`config.mk`:
```
export PLATFORM = sky130hd
export DESIGN_NAME = pkos_sequencer
export DESIGN_NICKNAME = d
export VERILOG_FILES = /design/src/pkos_pkg.sv /design/src/pkos_filter.sv /design/src/pkos_sequencer.sv
export SDC_FILE = /design/constraint.sdc
export NUM_CORES = 1
export LEC_CHECK = 0
export BUFFER_PORTS_ARGS = -buffer_cell sky130_fd_sc_hd__buf_2
export CAP_MARGIN = 0
export CORE_MARGIN = 5
export CORE_UTILIZATION = 65
export DETAILED_ROUTE_END_ITERATION = 10
export GPL_TIMING_DRIVEN = 0
export MAX_ROUTING_LAYER = met4
export PLACE_DENSITY = 0.81
export SETUP_SLACK_MARGIN = 0.5
export SYNTH_ARGS = -nofsm -noshare
export SYNTH_HDL_FRONTEND = slang
export SYNTH_SLANG_ARGS = --single-unit
```
`constraint.sdc`:
```
create_clock -name core_clk -period 4.88 [get_ports core_clk]
set_input_delay 0.732 -clock core_clk [delete_from_list [all_inputs] [get_ports core_clk]]
set_output_delay 0.732 -clock core_clk [all_outputs]
set_load 0.03 [all_outputs]
```
`src/pkos_pkg.sv`:
```
`default_nettype none
package pkos_pkg;

    // ------------------------------------------------------------
    // timing
    // ------------------------------------------------------------
    localparam longint unsigned CLK_HZ        = 64'd125000000;
    localparam longint unsigned ON_HOLD_MS    = 64'd1600;
    localparam longint unsigned REQ_HOLD_MS   = 64'd600;
    localparam longint unsigned FORCE_HOLD_MS = 64'd8000;
    localparam longint unsigned DEBOUNCE_US   = 64'd10000;
    localparam longint unsigned ON_CYC_L      = (CLK_HZ * ON_HOLD_MS + 64'd999) / 64'd1000;
    localparam longint unsigned REQ_CYC_L     = (CLK_HZ * REQ_HOLD_MS + 64'd999) / 64'd1000;
    localparam longint unsigned FORCE_CYC_L   = (CLK_HZ * FORCE_HOLD_MS + 64'd999) / 64'd1000;
    localparam longint unsigned DEB_CYC_L     = (CLK_HZ * DEBOUNCE_US + 64'd999999) / 64'd1000000;

    localparam int CNT_W = 32;
    localparam logic [CNT_W-1:0] ON_CYC_D    = ON_CYC_L[CNT_W-1:0];
    localparam logic [CNT_W-1:0] REQ_CYC_D   = REQ_CYC_L[CNT_W-1:0];
    localparam logic [CNT_W-1:0] FORCE_CYC_D = FORCE_CYC_L[CNT_W-1:0];
    localparam logic [CNT_W-1:0] DEB_CYC_D   = DEB_CYC_L[CNT_W-1:0];

    // ------------------------------------------------------------
    // reset values
    // ------------------------------------------------------------
    localparam logic [2:0] SYNC_RST = 3'h7;

    typedef enum logic [2:0] {
        ST_OFF,
        ST_RUN_KEY,
        ST_RUN_CABLE,
        ST_SHUTDOWN
    } pkos_state_type;

endpackage
`default_nettype wire

```
`src/pkos_filter.sv`:
```
`timescale 1ns/100ps
`default_nettype none
module pkos_filter (
    input  wire logic                      core_clk,
    input  wire logic                      rst,
    input  wire logic                      pin_in,
    input  wire logic [pkos_pkg::CNT_W-1:0] deb_cycles,
    output logic                           level_out
);
    import pkos_pkg::*;

    // ------------------------------------------------------------
    // three-stage synchroniser and stable-time filter
    // ------------------------------------------------------------
    logic [2:0]       sync_r;
    logic [CNT_W-1:0] stable_r;
    logic             level_r;
    wire              agree    = (sync_r[1] == sync_r[2]);
    wire              differs  = agree && (sync_r[2] != level_r);
    wire              stable_done = (stable_r >= deb_cycles - 32'h1);

    always_ff @(posedge core_clk) begin
        if (rst) begin
            sync_r   <= SYNC_RST;
            stable_r <= '0;
            level_r  <= 1'b1;
        end else begin
            sync_r   <= {sync_r[1:0], pin_in};
            stable_r <= (differs && !stable_done) ? stable_r + 32'h1 : '0;
            if (differs && stable_done)
                level_r <= sync_r[2];
        end
    end

    assign level_out = level_r;
endmodule
`default_nettype wire

```
`src/pkos_sequencer.sv`:
```
`timescale 1ns/100ps
`default_nettype none
module pkos_sequencer #(
    parameter logic [pkos_pkg::CNT_W-1:0] ON_CYC    = pkos_pkg::ON_CYC_D,
    parameter logic [pkos_pkg::CNT_W-1:0] REQ_CYC   = pkos_pkg::REQ_CYC_D,
    parameter logic [pkos_pkg::CNT_W-1:0] FORCE_CYC = pkos_pkg::FORCE_CYC_D,
    parameter logic [pkos_pkg::CNT_W-1:0] DEB_CYC   = pkos_pkg::DEB_CYC_D
) (
    input  wire logic core_clk,
    input  wire logic rst,
    input  wire logic power_key_n,
    input  wire logic cable_turn_on_n,
    input  wire logic undervolt,
    input  wire logic download_force,
    input  wire logic sw_off_confirm,
    input  wire logic sw_off_cancel,
    output logic      power_on,
    output logic      turn_on_pulse,
    output logic      off_request,
    output logic      forced_off_pulse,
    output logic      download_mode,
    output logic      cable_locked
);
    import pkos_pkg::*;

    // ------------------------------------------------------------
    // input conditioning
    // ------------------------------------------------------------
    logic key_lvl;
    logic cable_lvl;
    logic [2:0] uv_sync_r;
    logic [2:0] dl_sync_r;

    pkos_filter u_key_filt (
        .core_clk   (core_clk),
        .rst        (rst),
        .pin_in     (power_key_n),
        .deb_cycles (DEB_CYC),
        .level_out  (key_lvl)
    );

    pkos_filter u_cable_filt (
        .core_clk   (core_clk),
        .rst        (rst),
        .pin_in     (cable_turn_on_n),
        .deb_cycles (DEB_CYC),
        .level_out  (cable_lvl)
    );

    logic uv_r;
    logic dl_r;
    always_ff @(posedge core_clk) begin
        if (rst) begin
            uv_sync_r <= 3'h0;
            dl_sync_r <= 3'h0;
            uv_r      <= 1'b0;
            dl_r      <= 1'b0;
        end else begin
            uv_sync_r <= {uv_sync_r[1:0], undervolt};
            dl_sync_r <= {dl_sync_r[1:0], download_force};
            if (uv_sync_r[1] == uv_sync_r[2])
                uv_r <= uv_sync_r[2];
            if (dl_sync_r[1] == dl_sync_r[2])
                dl_r <= dl_sync_r[2];
        end
    end

    // ------------------------------------------------------------
    // hold timer
    // ------------------------------------------------------------
    logic [CNT_W-1:0] hold_r;
    logic             acted_r;
    logic             woke_r;
    wire key_down  = !key_lvl;
    wire hold_sat  = (hold_r == FORCE_CYC);
    wire hit_on    = key_down && (hold_r == ON_CYC - 32'h1);
    wire hit_req   = key_down && (hold_r == REQ_CYC - 32'h1);
    wire hit_force = key_down && (hold_r == FORCE_CYC - 32'h1);

    always_ff @(posedge core_clk) begin
        if (rst || !key_down)
            hold_r <= '0;
        else if (!hold_sat)
            hold_r <= hold_r + 32'h1;
    end

    // ------------------------------------------------------------
    // state machine
    // ------------------------------------------------------------
    pkos_state_type state_r;
    pkos_state_type state_nxt;
    logic off_req_r;
    logic off_req_nxt;
    logic dl_mode_r;

    wire run_any    = (state_r == ST_RUN_KEY) || (state_r == ST_RUN_CABLE);
    wire start_key  = (state_r == ST_OFF) && hit_on && !acted_r && !uv_r && cable_lvl;
    wire start_cbl  = (state_r == ST_OFF) && !cable_lvl && !uv_r;
    wire start_any  = start_cbl || start_key;
    wire do_force   = (state_r == ST_RUN_KEY) && hit_force && !woke_r;
    wire do_req     = (state_r == ST_RUN_KEY) && hit_req && !acted_r;
    wire do_uv      = run_any && uv_r;

    always_comb begin
        state_nxt   = state_r;
        off_req_nxt = off_req_r;
        case (state_r)
            ST_OFF: begin
                if (start_cbl)
                    state_nxt = ST_RUN_CABLE;
                else if (start_key)
                    state_nxt = ST_RUN_KEY;
            end
            ST_RUN_KEY: begin
                if (do_uv || do_force) begin
                    state_nxt   = ST_SHUTDOWN;
                    off_req_nxt = 1'b0;
                end else if (!cable_lvl) begin
                    state_nxt   = ST_RUN_CABLE;
                    off_req_nxt = 1'b0;
                end else if (off_req_r && sw_off_confirm) begin
                    state_nxt   = ST_SHUTDOWN;
                    off_req_nxt = 1'b0;
                end else if (do_req) begin
                    off_req_nxt = 1'b1;
                end else if (sw_off_cancel) begin
                    off_req_nxt = 1'b0;
                end
            end
            ST_RUN_CABLE: begin
                off_req_nxt = 1'b0;
                if (do_uv)
                    state_nxt = ST_SHUTDOWN;
            end
            ST_SHUTDOWN: state_nxt = ST_OFF;
            default:     state_nxt = ST_OFF;
        endcase
    end

    always_ff @(posedge core_clk) begin
        if (rst) begin
            state_r   <= ST_OFF;
            off_req_r <= 1'b0;
        end else begin
            state_r   <= state_nxt;
            off_req_r <= off_req_nxt;
        end
    end

    // one turn-on or off request per press: set on key turn-on or off request, cleared on release
    always_ff @(posedge core_clk) begin
        if (rst || !key_down)
            acted_r <= 1'b0;
        else if (start_key || do_req)
            acted_r <= 1'b1;
    end

    // a press that turned the module on cannot also force it off
    always_ff @(posedge core_clk) begin
        if (rst || !key_down)
            woke_r <= 1'b0;
        else if (start_key)
            woke_r <= 1'b1;
    end

    // ------------------------------------------------------------
    // outputs
    // ------------------------------------------------------------
    logic on_pulse_r;
    logic force_pulse_r;
    always_ff @(posedge core_clk) begin
        if (rst) begin
            dl_mode_r     <= 1'b0;
            on_pulse_r    <= 1'b0;
            force_pulse_r <= 1'b0;
        end else begin
            on_pulse_r    <= start_any;
            force_pulse_r <= do_force;
            if (start_any)
                dl_mode_r <= dl_r;
            else if (state_r == ST_SHUTDOWN)
                dl_mode_r <= 1'b0;
        end
    end

    assign power_on         = run_any;
    assign turn_on_pulse    = on_pulse_r;
    assign off_request      = off_req_r;
    assign forced_off_pulse = force_pulse_r;
    assign download_mode    = dl_mode_r;
    assign cable_locked     = (state_r == ST_RUN_CABLE);
endmodule
`default_nettype wire

```
==> metrics.csv <==
stage,metric,value,unit
finish,syn2layout_area_growth,17.4,%
drt,post_drt_wl_per_cell,14.6,microns
yosys,syn_avg_cell_area,9.16,sq um
yosys,synth_compound_area_share,5.07,%
drt,drtAntennaViolNets,0,
setup_path,worst_setup_path_end_kind,output pin,
drt,via_per_inst,5.58,
setup_path,r2r-end,state_r[1]$_SDFFE_PP0P_,
yosys,synthMostInstantiatedCell,dfxtp_1,
clock_network,cts_tree,done,
setup_path,crit_family,adder cells,
placement,gp_congestion,0.929,
setup_path,critical_path_buf_inv_count,2,
clock_network,clk_latency,0.53,ns
yosys,synth_adder_area_share,2.00,%
drt,dr.pass1.iters,5,
setup_path,critical_path.max_stage_delay,0.41,ns
outcome,status,completed,
yosys,synth_ff_type,dfxtp_1,
job,drv_cap,0,
yosys,seq_area_frac_synth,47.9,%
global_route,grt_max_degree,17,
clock_network,post_cts_buffers,0,
die,io_pins,14,
sta,tightest_slew,0.698,ns
worst_hold_path,min_from,cable_turn_on_n,
sta,slew_viol_final,0,
pwr,switchingPower,0.525,mW
sta,setup_slack,2.52,ns
pwr,p_per_area,397,nW/um^2
finish,nets,615,
yosys,syn-cell-area,5010,sq um
yosys,synth_area_leaders,"dfxtp_1 48%, nor2_1 7.4%, xor2_1 7.0%",
clock_network,clock_sinks,120,
pwr,combPwrFrac,3.1,%
yosys,synthArstFlopShare,0,%
yosys,yosys.area_share.simple,30.2,%
sta,max_clock_freq,0.424,GHz
placement,detailedPlace.worstSlack,2.72,ns
setup_path,timing.reg2reg.setup_slack,2.67,ns
drt,wirelength,10.4,mm
yosys,synth_top_family_by_area,simple AND/OR/NAND/NOR gates,
global_route,grt_pass1_vias,3886,
drt,num_vias,3985,
die,die_height,97.8,microns
yosys,yosysTopAreaCellShare,47.9,%
drt,drt_iter0_drc,218,
yosys,synthTopCellsByCount,"120 x dfxtp_1, 99 x nor2_1, 40 x nand3_1, 40 x xor2_1, 35 x nand2_1",
yosys,ys_ff_latch,120,
setup_path,r2r_start,hold_r[1]$_SDFFE_PP0P_,
yosys,muxShareOfSynthArea,0.624,%
worst_hold_path,holdPathStages,2,
yosys,synth-edff-count,0,
sta,rsz0062_at_grt,false,
yosys,syn_inst,547,
global_route,antenna_found_initial,0,
clock_network,cts_buffer_depth,2,
setup_path,crit_chain,inv_1 -> ha_1 -> buf_2,
setup_path,crit_fanout,6,
die,initial_utilization,65.9,%
die,fp.dieW,97.8,microns
global_route,gr-total-overflow,0,
clock_network,path_clk_slew,0.06,ns
setup_path,critPathSlowestCell,ha_1,
setup_path,arrival,1.63,ns
clock_network,cts.repair.resized,0,
sta,final.setup.tns,0,ns
finish,antenna_cells,0,
sta,relSlewSlack,53.1,%
finish,fin_util,77.4,%
die,placementRows,32,
sta,fin_worst_skew,0.0151,ns
yosys,ys_warn_count,0,
placement,dp_hpwl,6.82,mm
global_route,grtUsageTotal,23.5,%
pwr,max-vdd-ir-drop,0.000320,V
setup_path,ff2ff_path_depth,7,
setup_path,required,4.15,ns
sta,period_minus_slack,2.36,ns
clock_network,clockRootBuffer,clkbuf_8,
pwr,internal-power,1.81,mW
yosys,synth_xor_area_share,11.2,%
setup_path,path_class,flip-flop to output pin,
yosys,yosys.cell_types.count,63,
clock_network,cts_buffers,17,
setup_path,cp-start-kind,flip-flop,
pwr,clkPwrFrac,54.0,%
worst_hold_path,min_to,u_cable_filt.sync_r[0]$_SDFF_PP1_,
sta,setup_viol,0,
clock_network,ctsHoldBuffers,0,
die,core,7610,sq um
pwr,sw_frac_of_total,22.4,%
die,fp.dieArea,9570,sq um
yosys,yosys.area.top_type,dfxtp_1,
finish,drive_gt1_share,12.9,%
worst_hold_path,hold_class,primary input to flip-flop,
drt,route.detailed.drc,0,
global_route,grt_pass1_wl,17.6,mm
sta,hold_slack,0.388,ns
placement,io_buffers,12,
pwr,p_leak,2.15,nW
pwr,seqPwrFrac,42.9,%
clock_network,htreeDepth,4,
sta,fin_crit_sh,48.3,%
sta,hold_violations,0,
==> per-layer routing <==
| layer | track usage, % | routed length, microns | vias to the layer above |
|---|---|---|---|
| met5 | - | 0 | - |
| met4 | 11.2 | 303 | 0 |
| met3 | 6.00 | 487 | 28 |
| met2 | 38.5 | 5120 | 106 |
| met1 | 27.0 | 4540 | 1895 |
| li1 | - | - | 1956 |
==> metrics by stage <==
stage               area, sq um  power (mW)  std cells
floorplan                  5090        1.07        568
global placement           5280        1.09        682
detailed placement         5280        1.09        682
CTS                        5880        2.35        714
global route               5880        2.42        714
finish                     5880        2.34        714
==> placed cells by master, fill, tap and decap left out, types with 3 or more instances in the layout <==
cell type and instances:
xnor2_1 24, a21oi_1 14, nor4_1 11, inv_6 5, or2_2 7, inv_1 15, nor4b_1 5, nand2_1 35
o21ai_0 10, or3_1 3, nand4b_1 3, ha_1 8, nor3_1 13, nor2_1 99, dfxtp_1 120, and3_1 10
clkinv_4 3, nor2b_1 6, nand3_1 40, bufinv_16 3, clkbuf_16 16, conb_1 22, xor2_1 40, buf_2 16
nand3_2 3, nand4_1 12, nor3b_1 3, clkbuf_1 10, nor4_2 4
==> cells by family (layout without fill, tap and decap cells) <==
kind of cell	count (synthesis)	in the layout
flip-flops	120	120
adder cells (fa/ha/maj)	8	8
buffers and inverters	33	77
AO/OA/AOI/OAI	39	39
XOR/XNOR	64	64
other	1	22
multiplexers	3	3
AND/OR/NAND/NOR	279	279
==> state kept, by name, summed over array words and instances (netlist names) <==
register	count
uv_r	1
u_key_filt.level_out	1
u_cable_filt.stable_r	32
dl_sync_r	3
off_request	1
download_mode	1
u_cable_filt.level_out	1
uv_sync_r	3
state_r	2
u_key_filt.stable_r	32
woke_r	1
u_cable_filt.sync_r	3
dl_r	1
forced_off_pulse	1
hold_r	32
acted_r	1
u_key_filt.sync_r	3
turn_on_pulse	1
==> power by group through the flow <==
stage               Combinational (mW)  Clock [mW]  Sequential [mW]
CTS                             0.0696        1.28             1.00
global placement                0.0631           0             1.02
global route                    0.0772        1.33             1.01
finish                          0.0723        1.26             1.00
floorplan                       0.0507           0             1.02
detailed placement              0.0657           0             1.02
==> area by class of cell <==
| class | count | area, sq um |
|---|---|---|
| fillers | 497 | 1720 |
| repair buffers | 12 | 60.1 |
| well taps | 102 | 128 |
| clock inverters | 15 | 191 |
| inverters | 15 | 56.3 |
| plain buffers | 18 | 92.6 |
| flip-flops and latches | 120 | 2400 |
| multi-input cells | 415 | 2540 |
| clock buffers | 17 | 414 |
==> worst max-delay path by stage <==
stage / startpoint / end / depth (start not counted)
2_1_floorplan: u_key_filt.stable_r[0]$_SDFF_PP0_ / u_key_filt.level_out$_SDFFE_PP1P_ / 7
3_3_place_gp: rst / hold_r[17]$_SDFFE_PP0P_ / 5
3_5_place_dp: rst / hold_r[15]$_SDFFE_PP0P_ / 5
4_1_cts: state_r[0]$_SDFFE_PP0P_ / power_on / 3
5_1_grt: state_r[0]$_SDFFE_PP0P_ / power_on / 3
6_report: state_r[0]$_SDFFE_PP0P_ / power_on / 3
Note: power is estimated with default switching activity, not from simulation.
